--- config.mk ---
export PLATFORM = sky130hd
export DESIGN_NAME = eif_top
export DESIGN_NICKNAME = d
export VERILOG_FILES = /design/src/common/eif_pkg.sv /design/src/common/eif_smp_if.sv /design/src/logic/eif_top.sv /design/src/logic/eif_sample_divider.sv /design/src/logic/eif_noise_filter.sv
export SDC_FILE = /design/constraint.sdc
export NUM_CORES = 1
export LEC_CHECK = 0
export BUFFER_PORTS_ARGS = -buffer_cell sky130_fd_sc_hd__buf_2
export CORE_UTILIZATION = 40
export CTS_BUF_LIST = sky130_fd_sc_hd__clkbuf_4
export DETAILED_ROUTE_END_ITERATION = 12
export PLACE_DENSITY = 0.83
export SLEW_MARGIN = 20
export SYNTH_ARGS = -nofsm -noshare
export SYNTH_HDL_FRONTEND = slang
export SYNTH_SLANG_ARGS = --single-unit
--- constraint.sdc ---
create_clock -name core_clk -period 4.51 [get_ports core_clk]
set_input_delay 0.902 -clock core_clk [delete_from_list [all_inputs] [get_ports core_clk]]
set_output_delay 0.902 -clock core_clk [all_outputs]
set_load 0.005 [all_outputs]
--- src/common/eif_pkg.sv ---
// shared constants and decoders for the external interrupt filter block
`default_nettype none
package eif_pkg;
    // operating modes seen on op_mode
    localparam logic [2:0] MODE_FAST_RUN   = 3'h0;
    localparam logic [2:0] MODE_FAST_IDLE  = 3'h1;
    localparam logic [2:0] MODE_SLOW_RUN   = 3'h2;
    localparam logic [2:0] MODE_SLOW_SLEEP = 3'h3;
    localparam logic [2:0] MODE_DEEP_IDLE  = 3'h4;
    localparam logic [2:0] MODE_DEEP_SLEEP = 3'h5;
    localparam logic [2:0] MODE_STOP       = 3'h6;

    // trigger select codes
    localparam logic [1:0] TRIG_RISE = 2'h0;
    localparam logic [1:0] TRIG_FALL = 2'h1;
    localparam logic [1:0] TRIG_BOTH = 2'h2;
    localparam logic [1:0] TRIG_HIGH = 2'h3;

    // sample interval codes
    localparam logic [1:0] SPL_EVERY = 2'h0;
    localparam logic [1:0] SPL_DIV4  = 2'h1;
    localparam logic [1:0] SPL_DIV8  = 2'h2;
    localparam logic [1:0] SPL_DIV16 = 2'h3;

    // register map
    localparam int         ADDR_W        = 12;
    localparam logic [11:0] OFS_CH4_CTRL = 12'h000;
    localparam logic [11:0] OFS_POWER_OFF = 12'h004;
    localparam logic [11:0] OFS_STATUS   = 12'h008;

    // field positions
    localparam int CTRL_TRIG_LSB    = 0;
    localparam int CTRL_SPL_LSB     = 2;
    localparam int CTRL_LVL_BIT     = 4;
    localparam int PWR_CH4_BIT      = 0;
    localparam int PWR_CH5_BIT      = 1;
    localparam int STAT_CH4_LVL_BIT = 0;
    localparam int STAT_CH5_LVL_BIT = 1;

    // reset values
    localparam logic [1:0] CTRL_TRIG_RST = 2'h0;
    localparam logic [1:0] CTRL_SPL_RST  = 2'h0;
    localparam logic [1:0] PWR_GATE_RST  = 2'h0;
    localparam logic       CH4_LVL_RST   = 1'b0;
    localparam logic       CH5_LVL_RST   = 1'b1;

    // timing counts
    localparam int LF_DIV           = 4;
    localparam int FAST_SAMPLES_CH4 = 3;
    localparam int FAST_SAMPLES_CH5 = 2;
    localparam int SLOW_SAMPLES     = 2;

    function automatic logic eif_is_active(input logic [2:0] mode);
        return (mode == MODE_FAST_RUN) || (mode == MODE_FAST_IDLE) ||
               (mode == MODE_SLOW_RUN) || (mode == MODE_SLOW_SLEEP);
    endfunction

    function automatic logic eif_is_slow(input logic [2:0] mode);
        return (mode == MODE_SLOW_RUN) || (mode == MODE_SLOW_SLEEP);
    endfunction

    function automatic logic eif_trig_hit(input logic [1:0] sel,
                                          input logic       lvl,
                                          input logic       prev);
        logic hit;
        unique case (sel)
            TRIG_RISE: hit = lvl & ~prev;
            TRIG_FALL: hit = ~lvl & prev;
            TRIG_BOTH: hit = lvl ^ prev;
            TRIG_HIGH: hit = lvl;
        endcase
        return hit;
    endfunction
endpackage
`default_nettype wire

--- src/common/eif_smp_if.sv ---
// sampling strobes from the divider to the noise filters
`default_nettype none
interface eif_smp_if;
    logic active;
    logic slow_mode;
    logic slow_tick;
    logic ch4_tick;
    modport src (output active, output slow_mode, output slow_tick, output ch4_tick);
    modport snk (input active, input slow_mode, input slow_tick, input ch4_tick);
endinterface
`default_nettype wire

--- src/logic/eif_top.sv ---
// external interrupt channels 4 and 5 with noise filters and APB registers
//
// Overview of operation
// - ch4 trigger: rise, fall, both, high level
// - capture filtered level on each ch4 request
// - both-edge mode: captured level shows direction
// - fast modes: three equal samples accept ch4 level, two accept ch5
// - interval select: every, 4, 8, 16 clocks
// - slow modes: lf/4 sampling, two samples
// - deep modes: sampling halted, no requests
// - sampling resumes on return from deep
// - output-mode pin reads low, may request
// - ch5 requests on falling edge only
// - ch5 fast: 1 clock rejected, 2 accepted
// - ch5 slow: 4 lf rejected, 8 accepted
// - clock gate resets off, blocks channel
//
// The APB interface to the registers and the register offsets were chosen for this implementation.
`default_nettype none
module eif_top
    import eif_pkg::*;
(
    input  wire logic              core_clk,
    input  wire logic              resetn,
    input  wire logic [ADDR_W-1:0] paddr,
    input  wire logic              psel,
    input  wire logic              penable,
    input  wire logic              pwrite,
    input  wire logic [31:0]       pwdata,
    output logic      [31:0]       prdata,
    output logic                   pready,
    output logic                   pslverr,
    input  wire logic [2:0]        op_mode,
    input  wire logic              lf_tick,
    input  wire logic              ext_irq_ch4_pin,
    input  wire logic              ext_irq_ch5_pin,
    input  wire logic              ch4_pin_is_output,
    input  wire logic              ch5_pin_is_output,
    output logic                   ch4_irq_req,
    output logic                   ch5_irq_req
);
    eif_smp_if smp ();

    logic [1:0]  ch4_trigger_select_reg;
    logic [1:0]  ch4_sample_interval_reg;
    logic        ch4_captured_level_reg;
    logic [1:0]  chan_clock_gate_reg;
    logic        ch4_prev_reg;
    logic        ch5_prev_reg;
    logic [31:0] prdata_reg;
    logic        pready_reg;
    logic        pslverr_reg;
    logic        ch4_irq_req_reg;
    logic        ch5_irq_req_reg;

    logic        ch4_level;
    logic        ch5_level;
    logic        ch4_pin_eff;
    logic        ch5_pin_eff;
    logic        ch4_gate;
    logic        ch5_gate;
    logic        ch4_fire;
    logic        ch5_fire;
    logic        setup_phase;
    logic        wr_take;
    logic [31:0] rd_value;

    assign prdata      = prdata_reg;
    assign pready      = pready_reg;
    assign pslverr     = pslverr_reg;
    assign ch4_irq_req = ch4_irq_req_reg;
    assign ch5_irq_req = ch5_irq_req_reg;

    function automatic logic addr_hit(input logic [ADDR_W-1:0] a);
        return (a == OFS_CH4_CTRL) || (a == OFS_POWER_OFF) || (a == OFS_STATUS);
    endfunction

    // pin in output mode reads low at the filter
    assign ch4_pin_eff = ext_irq_ch4_pin & ~ch4_pin_is_output;
    assign ch5_pin_eff = ext_irq_ch5_pin & ~ch5_pin_is_output;

    assign ch4_gate = chan_clock_gate_reg[PWR_CH4_BIT];
    assign ch5_gate = chan_clock_gate_reg[PWR_CH5_BIT];

    eif_sample_divider u_div (
        .core_clk (core_clk),
        .resetn   (resetn),
        .op_mode  (op_mode),
        .lf_tick  (lf_tick),
        .spl_sel  (ch4_sample_interval_reg),
        .smp      (smp.src)
    );

    eif_noise_filter #(
        .FAST_SAMPLES (FAST_SAMPLES_CH4),
        .USE_INTERVAL (1'b1),
        .LVL_RST      (CH4_LVL_RST)
    ) u_ch4_filt (
        .core_clk (core_clk),
        .resetn   (resetn),
        .smp      (smp.snk),
        .gate_on  (ch4_gate),
        .pin_in   (ch4_pin_eff),
        .level    (ch4_level)
    );

    eif_noise_filter #(
        .FAST_SAMPLES (FAST_SAMPLES_CH5),
        .USE_INTERVAL (1'b0),
        .LVL_RST      (CH5_LVL_RST)
    ) u_ch5_filt (
        .core_clk (core_clk),
        .resetn   (resetn),
        .smp      (smp.snk),
        .gate_on  (ch5_gate),
        .pin_in   (ch5_pin_eff),
        .level    (ch5_level)
    );

    // request decode on accepted levels
    assign ch4_fire = smp.active && ch4_gate &&
                      eif_trig_hit(ch4_trigger_select_reg, ch4_level, ch4_prev_reg);
    assign ch5_fire = smp.active && ch5_gate &&
                      eif_trig_hit(TRIG_FALL, ch5_level, ch5_prev_reg);

    always_ff @(posedge core_clk) begin
        if (!resetn) begin
            ch4_prev_reg <= CH4_LVL_RST;
            ch5_prev_reg <= CH5_LVL_RST;
        end else begin
            ch4_prev_reg <= ch4_level;
            ch5_prev_reg <= ch5_level;
        end
    end

    always_ff @(posedge core_clk) begin
        if (!resetn) begin
            ch4_irq_req_reg <= 1'b0;
            ch5_irq_req_reg <= 1'b0;
        end else begin
            ch4_irq_req_reg <= ch4_fire;
            ch5_irq_req_reg <= ch5_fire;
        end
    end

    always_ff @(posedge core_clk) begin
        if (!resetn) begin
            ch4_captured_level_reg <= CH4_LVL_RST;
        end else if (ch4_fire) begin
            ch4_captured_level_reg <= ch4_level;
        end
    end

    // apb slave: one-cycle access phase
    assign setup_phase = psel && !penable;
    assign wr_take     = psel && penable && pready_reg && pwrite;

    always_comb begin
        rd_value = 32'h0;
        unique case (paddr)
            OFS_CH4_CTRL: begin
                rd_value[CTRL_TRIG_LSB +: 2] = ch4_trigger_select_reg;
                rd_value[CTRL_SPL_LSB +: 2]  = ch4_sample_interval_reg;
                rd_value[CTRL_LVL_BIT]       = ch4_captured_level_reg;
            end
            OFS_POWER_OFF: begin
                rd_value[PWR_CH4_BIT] = chan_clock_gate_reg[PWR_CH4_BIT];
                rd_value[PWR_CH5_BIT] = chan_clock_gate_reg[PWR_CH5_BIT];
            end
            OFS_STATUS: begin
                rd_value[STAT_CH4_LVL_BIT] = ch4_level;
                rd_value[STAT_CH5_LVL_BIT] = ch5_level;
            end
            default: rd_value = 32'h0;
        endcase
    end

    always_ff @(posedge core_clk) begin
        if (!resetn) begin
            pready_reg  <= 1'b0;
            prdata_reg  <= 32'h0;
            pslverr_reg <= 1'b0;
        end else begin
            pready_reg <= setup_phase;
            if (setup_phase) begin
                prdata_reg  <= pwrite ? 32'h0 : rd_value;
                pslverr_reg <= !addr_hit(paddr);
            end else begin
                prdata_reg  <= 32'h0;
                pslverr_reg <= 1'b0;
            end
        end
    end

    always_ff @(posedge core_clk) begin
        if (!resetn) begin
            ch4_trigger_select_reg  <= CTRL_TRIG_RST;
            ch4_sample_interval_reg <= CTRL_SPL_RST;
        end else if (wr_take && paddr == OFS_CH4_CTRL) begin
            ch4_trigger_select_reg  <= pwdata[CTRL_TRIG_LSB +: 2];
            ch4_sample_interval_reg <= pwdata[CTRL_SPL_LSB +: 2];
        end
    end

    always_ff @(posedge core_clk) begin
        if (!resetn) begin
            chan_clock_gate_reg <= PWR_GATE_RST;
        end else if (wr_take && paddr == OFS_POWER_OFF) begin
            chan_clock_gate_reg[PWR_CH4_BIT] <= pwdata[PWR_CH4_BIT];
            chan_clock_gate_reg[PWR_CH5_BIT] <= pwdata[PWR_CH5_BIT];
        end
    end
endmodule
`default_nettype wire

--- src/logic/eif_sample_divider.sv ---
// sampling strobe generator for fast and slow modes
`default_nettype none
module eif_sample_divider
    import eif_pkg::*;
(
    input  wire logic       core_clk,
    input  wire logic       resetn,
    input  wire logic [2:0] op_mode,
    input  wire logic       lf_tick,
    input  wire logic [1:0] spl_sel,
    eif_smp_if.src          smp
);
    logic [1:0] lf_cnt_reg;
    logic [3:0] gear_cnt_reg;
    logic       slow_tick_reg;
    logic       ch4_tick_reg;
    logic [3:0] mask;

    assign smp.active    = eif_is_active(op_mode);
    assign smp.slow_mode = eif_is_slow(op_mode);
    assign smp.slow_tick = slow_tick_reg;
    assign smp.ch4_tick  = ch4_tick_reg;

    always_comb begin
        unique case (spl_sel)
            SPL_EVERY: mask = 4'h0;
            SPL_DIV4:  mask = 4'h3;
            SPL_DIV8:  mask = 4'h7;
            SPL_DIV16: mask = 4'hf;
        endcase
    end

    // low-frequency ticks divided by four, frozen in deep modes
    always_ff @(posedge core_clk) begin
        if (!resetn) begin
            lf_cnt_reg    <= 2'h0;
            slow_tick_reg <= 1'b0;
        end else begin
            if (smp.active && smp.slow_mode && lf_tick) begin
                lf_cnt_reg <= lf_cnt_reg + 2'h1;
            end
            slow_tick_reg <= smp.active && smp.slow_mode && lf_tick &&
                             (lf_cnt_reg == 2'(LF_DIV - 1));
        end
    end

    always_ff @(posedge core_clk) begin
        if (!resetn) begin
            gear_cnt_reg <= 4'h0;
            ch4_tick_reg <= 1'b0;
        end else begin
            if (smp.active && !smp.slow_mode) begin
                gear_cnt_reg <= gear_cnt_reg + 4'h1;
            end
            ch4_tick_reg <= smp.active && !smp.slow_mode &&
                            ((gear_cnt_reg & mask) == 4'h0);
        end
    end
endmodule
`default_nettype wire

--- src/logic/eif_noise_filter.sv ---
// sample-and-agree noise canceller for one pin
`default_nettype none
module eif_noise_filter
    import eif_pkg::*;
#(
    parameter int   FAST_SAMPLES = FAST_SAMPLES_CH4,
    parameter bit   USE_INTERVAL = 1'b1,
    parameter logic LVL_RST      = 1'b0
) (
    input  wire logic core_clk,
    input  wire logic resetn,
    eif_smp_if.snk    smp,
    input  wire logic gate_on,
    input  wire logic pin_in,
    output logic      level
);
    logic       pin_q;
    logic [1:0] hist_reg;
    logic       prev_samp;
    logic       tick;
    logic       match;

    assign prev_samp = hist_reg[0];

    always_comb begin
        tick = 1'b0;
        if (smp.active && gate_on) begin
            tick = smp.slow_mode ? smp.slow_tick : (USE_INTERVAL ? smp.ch4_tick : 1'b1);
        end
        match = (pin_q == hist_reg[0]);
        if (!smp.slow_mode && FAST_SAMPLES > SLOW_SAMPLES) begin
            match = match && (pin_q == hist_reg[1]);
        end
    end

    always_ff @(posedge core_clk) begin
        if (!resetn) begin
            pin_q <= LVL_RST;
        end else begin
            pin_q <= pin_in;
        end
    end

    always_ff @(posedge core_clk) begin
        if (!resetn) begin
            hist_reg <= {2{LVL_RST}};
        end else if (tick) begin
            hist_reg <= {hist_reg[0], pin_q};
        end
    end

    always_ff @(posedge core_clk) begin
        if (!resetn) begin
            level <= LVL_RST;
        end else if (tick && match) begin
            level <= pin_q;
        end
    end
endmodule
`default_nettype wire

Word level (Yosys, flattened, before mapping) --
Cells that the tools add are included.
Cells by class: reductions and logical operators 35, multiplexer cells 8, bitwise gates (word level) 15, add/sub/neg operators 2, equality and inequality tests 15
Operators by type and width (number):
- $logic_and 1x1->1 | 18
- $pmux 4 s4 | 1
- $eq 12x3->1 const B | 1
- $eq 12x4->1 const B | 1
- $logic_not 12->1 | 1
- $eq 2x2->1 const B | 5
- $not 1->1 | 8
- $eq 3x2->1 const B | 2
- $logic_or 1x1->1 | 6
- $pmux 2 s3 | 1
- $and 1x1->1 | 5
- $mux 1 | 5
- $add 4x1->4 const B | 1
- $and 4x4->4 | 1
- $eq 2x1->1 const B | 2
- $logic_not 2->1 | 2
- $logic_not 4->1 | 1
- $pmux 1 s4 | 1
- $reduce_or 4->1 | 1
- $eq 1x1->1 | 3
- $eq 3x1->1 const B | 1
- $logic_not 1->1 | 3
- $logic_not 3->1 | 1
- $reduce_or 3->1 | 1
- 3 further kinds | 3
Storage, ports and cells: register bits 60, output and inout bits 36, bits of input ports 57

Logic depth before layout (Yosys ltp) --
Gate-level depths: netlist of the first run.
depth in word-level cells 7, gate-level depth with buffers 6, mapped depth without buffers 6

Hierarchy --
From an unflattened synthesis of the first run, not the netlist that was laid out.
Second synthesis, totals: cells, all modules 179, area total of the unflattened synthesis 1694.1 µm²
Modules (own cells, without submodules):
- eif_top | sequential area each 360.3 µm², instances 1, cells an instance 110, area each 1007.2 µm²
- eif_sample_divider | sequential area each 160.2 µm², instances 1, cells an instance 36, area each 370.4 µm²
- eif_noise_filter at u_ch4_filt | sequential area each 80.1 µm², instances 1, cells an instance 20, area each 186.4 µm²
- eif_noise_filter at u_ch5_filt | sequential area each 60.1 µm², instances 1, cells an instance 13, area each 130.1 µm²

Least setup slack after synthesis of the first run --
No wires, ideal clock.
kind input to register, start input port paddr[9], end register chan_clock_gate_reg[0], slack 2.629 ns, stages 4, data required time 4.438 ns, arrival time 1.809 ns, cells stage by stage nor4_4 > nand3_2 > nor4_4 > mux2i_1
Between the ends: longest elaborated chain between the ends 2
RTL lines:
- start: declaration | RTL line eif_top.sv:25 | input wire logic [ADDR_W-1:0] paddr,
- $eq 12x3->1 | RTL line eif_top.sv:208 | end else if (wr_take && paddr == OFS_POWER_OFF) begin
- $logic_and 1x1->1 | RTL line eif_top.sv:208
- end signal: indexed assignment | RTL line eif_top.sv:209 | chan_clock_gate_reg[PWR_CH4_BIT] <= pwdata[PWR_CH4_BIT];
- end signal: indexed assignment | RTL line eif_top.sv:210 | chan_clock_gate_reg[PWR_CH5_BIT] <= pwdata[PWR_CH5_BIT];
- end: declaration | RTL line eif_top.sv:47 | logic [1:0] chan_clock_gate_reg;
No other way between the ends. A chain may end at the register's enable or synchronous reset.

Final worst setup path of the first run --
start input port paddr[5], end register ch4_trigger_select_reg[0]
Between the ends: longest elaborated chain between the ends 2
RTL lines:
- $logic_not 12->1 | RTL line eif_top.sv:199 | end else if (wr_take && paddr == OFS_CH4_CTRL) begin
- $logic_and 1x1->1 | RTL line eif_top.sv:199
- end signal: assignment | RTL line eif_top.sv:200 | ch4_trigger_select_reg <= pwdata[CTRL_TRIG_LSB +: 2];
- end: declaration | RTL line eif_top.sv:44 | logic [1:0] ch4_trigger_select_reg;
No other way between the ends.

==> results of run 1 <==
[how the worst min path moves through the flow]
stage                                        from  slack (ns)                      to
final                     ch5_prev_reg$_SDFF_PN1_        0.42  ch5_irq_req$_SDFF_PN0_
after floorplan           ch5_prev_reg$_SDFF_PN1_        0.40  ch5_irq_req$_SDFF_PN0_
after global placement    ch5_prev_reg$_SDFF_PN1_        0.40  ch5_irq_req$_SDFF_PN0_
after global routing      ch5_prev_reg$_SDFF_PN1_        0.45  ch5_irq_req$_SDFF_PN0_
after CTS                 ch5_prev_reg$_SDFF_PN1_        0.43  ch5_irq_req$_SDFF_PN0_
after detailed placement  ch5_prev_reg$_SDFF_PN1_        0.42  ch5_irq_req$_SDFF_PN0_
[final cells by class]
cell class                 count  area [um2]
fill                         365        1960
sequential                    33         661
inverter                       9        33.8
clock inverter                 2        33.8
timing repair buffer          36         180
multi-input combinational    130         826
clock buffer                   6        45.0
tap                           48        60.1
[per-layer routing]
metal  vias to the layer above  routed length [um]  share of wire
li1                        609                   -              -
met1                       529                1120           0.42
met2                        40                1330           0.50
met3                         8                 133          0.050
met4                         0                  74          0.028
met5                         -                   0              0
[critical path, cell delays in order]
cell     delay [ns]
buf_2          0.11
nor4_4         0.35
nand4_2        0.20
nor2_4         0.22
mux2i_1        0.22
[cells by family after synthesis]
family                   Yosys count  share of synthesized area
adder cells (fa/ha/maj)            4                     0.0305
multiplexers                      13                     0.0869
other                              1                    0.00228
AO/OA/AOI/OAI                     17                     0.0633
XOR/XNOR                           4                     0.0213
buffers and inverters             40                      0.154
flip-flops                        33                      0.402
AND/OR/NAND/NOR                   65                      0.239
[report_power, final]
part | internal (mW) | switching, mW
sequential | 0.295 | 0.00286
clock | 0.121 | 0.0987
combinational | 0.0158 | 0.0256
[cell usage after synthesis (all sizes together)]
library cell	count	area, um2
nand2	24	90.1
a21o	1	7.51
nor4b	1	8.76
nand3	4	25.0
nor2b	4	25.0
o21ai	5	25.0
a211oi	1	7.51
buf	28	208
o21a	1	7.51
or2b	1	7.51
nor4	4	70.1
nand4	3	25.0
mux4	1	22.5
ha	4	50.1
conb	1	3.75
nand2b	1	6.26
nor2	14	60.1
a31oi	1	6.26
xor2	3	26.3
o22ai	1	6.26
xnor2	1	8.76
nor3b	1	18.8
a21oi	5	25.0
inv	9	33.8
dfxtp	33	661
o2111ai	1	8.76
mux2i	12	120
and2	5	31.3
nand3b	2	15.0
clkbuf	3	11.3
nor3	1	10.0
a311o	1	10.0
[cell usage in the layout, fill, tap and decap left out, types with 4 or more instances in the layout]
cell type | synthesis | final
nand2_1 | 24 | 24
conb_1 | 1 | 27
nor2_1 | 13 | 13
a21oi_1 | 5 | 5
clkbuf_4 | 0 | 6
ha_1 | 4 | 4
buf_2 | 1 | 36
and2_1 | 5 | 5
o21ai_0 | 5 | 5
nor2b_1 | 4 | 4
dfxtp_1 | 33 | 33
mux2i_1 | 12 | 12
inv_1 | 9 | 9
==> flow_metrics.tcl, run 1 <==
set metrics [dict create \
    outcome "completed" \
    crit_type "in -> reg" \
    regToRegSetupSlack_ns 2.95 \
    postCtsSetupBuffers 0 \
    hpwl_mm 2.09 \
    whs_ns 0.423 \
    clk_latency_ns 0.34 \
    p_leak_nw 0.844 \
    r2r-start "ch4_prev_reg$_SDFF_PN0_" \
    irDropWorstVdd_mv 0.116 \
    placed_area_mm2 0.00176 \
    overflow 0 \
    cts_buffer_depth 2 \
    crit_arrival_ns 2.00 \
    largest_reg_flops 5 \
    fin_skew_ns 0.00717 \
    drive_above_1_share 0.241 \
    hold_buffers 0 \
    p_total_mw 0.559 \
    min_period_ns 1.74 \
    hold_class "reg -> reg" \
    antennaDiodeCount 0 \
    grt_pass1_vias 1054 \
    cts_tree "yes" \
    worst_setup_path_start_kind "input port" \
    fin_ws_ns 2.77 \
    finalHoldViolations 0 \
    clkTransAtPathRegs_ns 0.10 \
    grt_util_met3 0.0431 \
    rows 22 \
    globalplace.congestion 0.700 \
    grt_start_max_net_pins 21 \
    antenna_found_initial 0 \
    yosys.cell_types.count 37 \
    ys_seq_area_frac 0.402 \
    drt-wirelength-per-cell_um 10.0 \
    place_inst 256 \
    period_share 0.386 \
    vias 1186 \
    synth.avg_cell_area_um2 9.27 \
    coreArea_mm2 0.00380 \
    clkSinkCount 33 \
    synth_area_mm2 0.00164 \
    rsz0062_at_grt "false" \
    setup_viol 0 \
    required_ns 4.77 \
    use_met2 0.233 \
    globalRouteMet1Util 0.143 \
    dieWidth_um 66.1 \
    synthToLayoutAreaGrowth_pct 12.0 \
    numCtsBuffers 5 \
    cts.htree.levels 2 \
    final_util 0.484 \
    start_util 0.432 \
    end_kind "register" \
    grt_use_total 0.137 \
    place_ws_ns 2.42 \
    final_nets 276 \
    fmax_mhz 574 \
    busiest_layer "met2" \
    synth_cells 177 \
    critPathCapture "ch4_trigger_select_reg[0]$_SDFFE_PN0P_" \
    cts-resized-gates 0 \
    synth_warnings 0 \
    die-area_mm2 0.00436 \
    drv_slew 0 \
    route.detailed.drc 0 \
    via_per_inst 4.49 \
    first_pass_iters 4 \
    wl_mm 2.65 \
    crit_fanout 4 \
    stdcell_count 264 \
    pin_count 93 \
    cts_root_buffer "clkbuf_4" \
    ant_nets 0 \
    port-buffer-count 36 \
    die_h_um 66.1 \
    grt_pass1_wl_mm 4.44 \
    tns_ns 0 \
    holdPathStages 2 \
    reg2regPathDepth 6 \
    drtIter0Drc 37 \
    design_area_mm2 0.00184 \
    synth.ff_latch_count 33 \
    cap_violations 0 \
    r2r_end "ch4_captured_level_reg$_SDFFE_PN0P_" \
    p_per_area_mw_per_mm2 304 \
    cp-startpoint "paddr[5]" \
]
No activity file was read; power rests on OpenSTA's default activity.
==> run 2: changes to the inputs <==
--- a/config.mk
+++ b/config.mk
@@ -9,7 +9,7 @@
 export CORE_UTILIZATION = 40
 export CTS_BUF_LIST = sky130_fd_sc_hd__clkbuf_4
 export DETAILED_ROUTE_END_ITERATION = 12
-export PLACE_DENSITY = 0.83
+export PLACE_DENSITY = 0.86
 export SLEW_MARGIN = 20
 export SYNTH_ARGS = -nofsm -noshare
 export SYNTH_HDL_FRONTEND = slang
==> constraint.sdc (replaced) <==
create_clock -name core_clk -period 1.54 [get_ports core_clk]
set_input_delay 0.308 -clock core_clk [delete_from_list [all_inputs] [get_ports core_clk]]
set_output_delay 0.308 -clock core_clk [all_outputs]
set_load 0.005 [all_outputs]
==> run 2 against run 1 <==
  * The run now ends with setup timing left
  * Hold slack worse by 0.31 ns
  * Power rose to 3.2 times the previous value
  * Flip-flop and latch count unchanged
  * Via count up 2.8%
  * Non-clock buffer count is 2 higher
  * Critical endpoint is now ch4_captured_level_reg$_SDFFE_PN0P_
  * Highest routed layer unchanged
  * Final cell count up 0.76%
==> flow_metrics.tcl, run 2 (synthesized netlist as in run 1, its figures left out) <==
set metrics [dict create \
    outcome "complete, but fails checks" \
    failed_checks "setup timing" \
    clk_latency_ns 0.34 \
    cp_num_buf_inv 2 \
    synthToLayoutAreaGrowth_pct 15.3 \
    wl_mm 2.94 \
    drv_slew 0 \
    ant_nets 0 \
    place_inst 258 \
    final_cell_mix "buf_2 (36), dfxtp_1 (31), conb_1 (27)" \
    cts.htree.levels 2 \
    largest_reg_flops 5 \
    crit_top_cell "inv_2" \
    die-area_mm2 0.00436 \
    coreArea_mm2 0.00380 \
    clkSinkCount 33 \
    grt_pass1_wl_mm 4.64 \
    grt_pass1_vias 1086 \
    final_util 0.498 \
    fillers 356 \
    crit_arrival_ns 1.82 \
    die_h_um 66.1 \
    via_per_inst 4.58 \
    slowest_delay_ns 0.43 \
    cpLargestDelayFamily "multiplexers" \
    hold_buffers 0 \
    fmax_mhz 643 \
    drive_above_1_share 0.275 \
    port-buffer-count 36 \
    placed_area_mm2 0.00178 \
    end_kind "register" \
    final_nets 278 \
    postCtsSetupBuffers 0 \
    design_area_mm2 0.00189 \
    cap_violations 0 \
    dieWidth_um 66.1 \
    min_period_ns 1.56 \
    globalplace.congestion 0.742 \
    cts_buffer_depth 2 \
    finalHoldViolations 0 \
    p_leak_nw 0.866 \
    hpwl_mm 2.14 \
    rsz0062_at_grt "true" \
    route.detailed.drc 0 \
    setup_viol 1 \
    tns_ns -0.0157 \
    antennaDiodeCount 0 \
    p_total_mw 1.80 \
    crit_type "reg -> reg" \
    clkTransAtPathRegs_ns 0.10 \
    grt_use_total 0.148 \
    required_ns 1.80 \
    hold_class "in -> reg" \
    fin_ws_ns -0.0157 \
    grt_start_max_net_pins 19 \
    cts_root_buffer "clkbuf_4" \
    stdcell_count 266 \
    numCtsBuffers 5 \
    drt-wirelength-per-cell_um 11.0 \
    first_pass_iters 5 \
    pin_count 93 \
    irDropWorstVdd_mv 0.290 \
    period_share 1.01 \
    crit_fanout 2 \
    worst_setup_path_start_kind "register" \
    overflow 0 \
    layout_commonest_cell "buf_2" \
    cts_tree "yes" \
    rows 22 \
    drtIter0Drc 40 \
    start_util 0.432 \
    crit_chain "inv_2 > ha_4 > inv_2 > mux4_2 > nand3b_1 > mux2i_1" \
    vias 1219 \
    cp_slowest_cell "mux4_2" \
    p_per_area_mw_per_mm2 952 \
    fin_skew_ns 0.00842 \
    antenna_found_initial 0 \
]
==> run 2: changes by cell type in the layout (fill, tap and decap cells not counted), sizes merged <==
cell / previous run / this run
bufinv: 1 / 2
buf: 36 / 38
clkbuf: 6 / 5
==> run 2: path summary, 6_finish.rpt <==
| check | cells past startpoint | slack [ns] | end | start |
|---|---|---|---|---|
| max | 6 | -0.02 | ch4_captured_level_reg$_SDFFE_PN0P_ | ch4_prev_reg$_SDFF_PN0_ |
| min | 2 | 0.11 | u_ch4_filt.pin_q$_SDFF_PN0_ | ch4_pin_is_output |
| max reg2reg | 6 | -0.02 | ch4_captured_level_reg$_SDFFE_PN0P_ | ch4_prev_reg$_SDFF_PN0_ |
| min reg2reg | 2 | 0.43 | ch5_irq_req$_SDFF_PN0_ | ch5_prev_reg$_SDFF_PN1_ |
==> run 2: metrics by stage <==
step / setup WS [ns] / hold WS (ns)
6_report: -0.0157 / 0.115
5_1_grt: -0.0826 / 0.0928
4_1_cts: 0.00467 / 0.0972
3_5_place_dp: 0.0247 / 0.415
3_3_place_gp: 0.0588 / 0.401
2_1_floorplan: 0.124 / 0.380
==> run 2: routing by layer <==
metal,wire [um],global-route usage,share of wire,vias to the layer above
met5,0,0,0,-
met2,1490,0.247,0.51,41
li1,-,-,-,610
met3,143,0.0517,0.049,5
met4,65,0.0957,0.022,0
met1,1240,0.157,0.42,563
==> run 2: what timing repair did <==
item,in CTS,in global routing
gates resized for setup,1,4
pin swaps,0,1
cloned,0,0
setup endpoints to repair,1,1
hold endpoints to repair,0,0
==> run 2: layout make-up <==
class                      count  area (um2)  share of cell area
timing repair buffer          38         195               0.103
clock inverter                 3        65.1              0.0344
clock buffer                   5        37.5              0.0198
sequential                    33         663               0.350
multi-input combinational    130         838               0.443
inverter                       9        33.8              0.0178
tap                           48        60.1              0.0317
==> run 2: report_power, final <==
part	total, mW	switching, mW	internal, mW
combinational	0.126	0.0775	0.0481
sequential	0.872	0.00801	0.864
clock	0.804	0.301	0.503
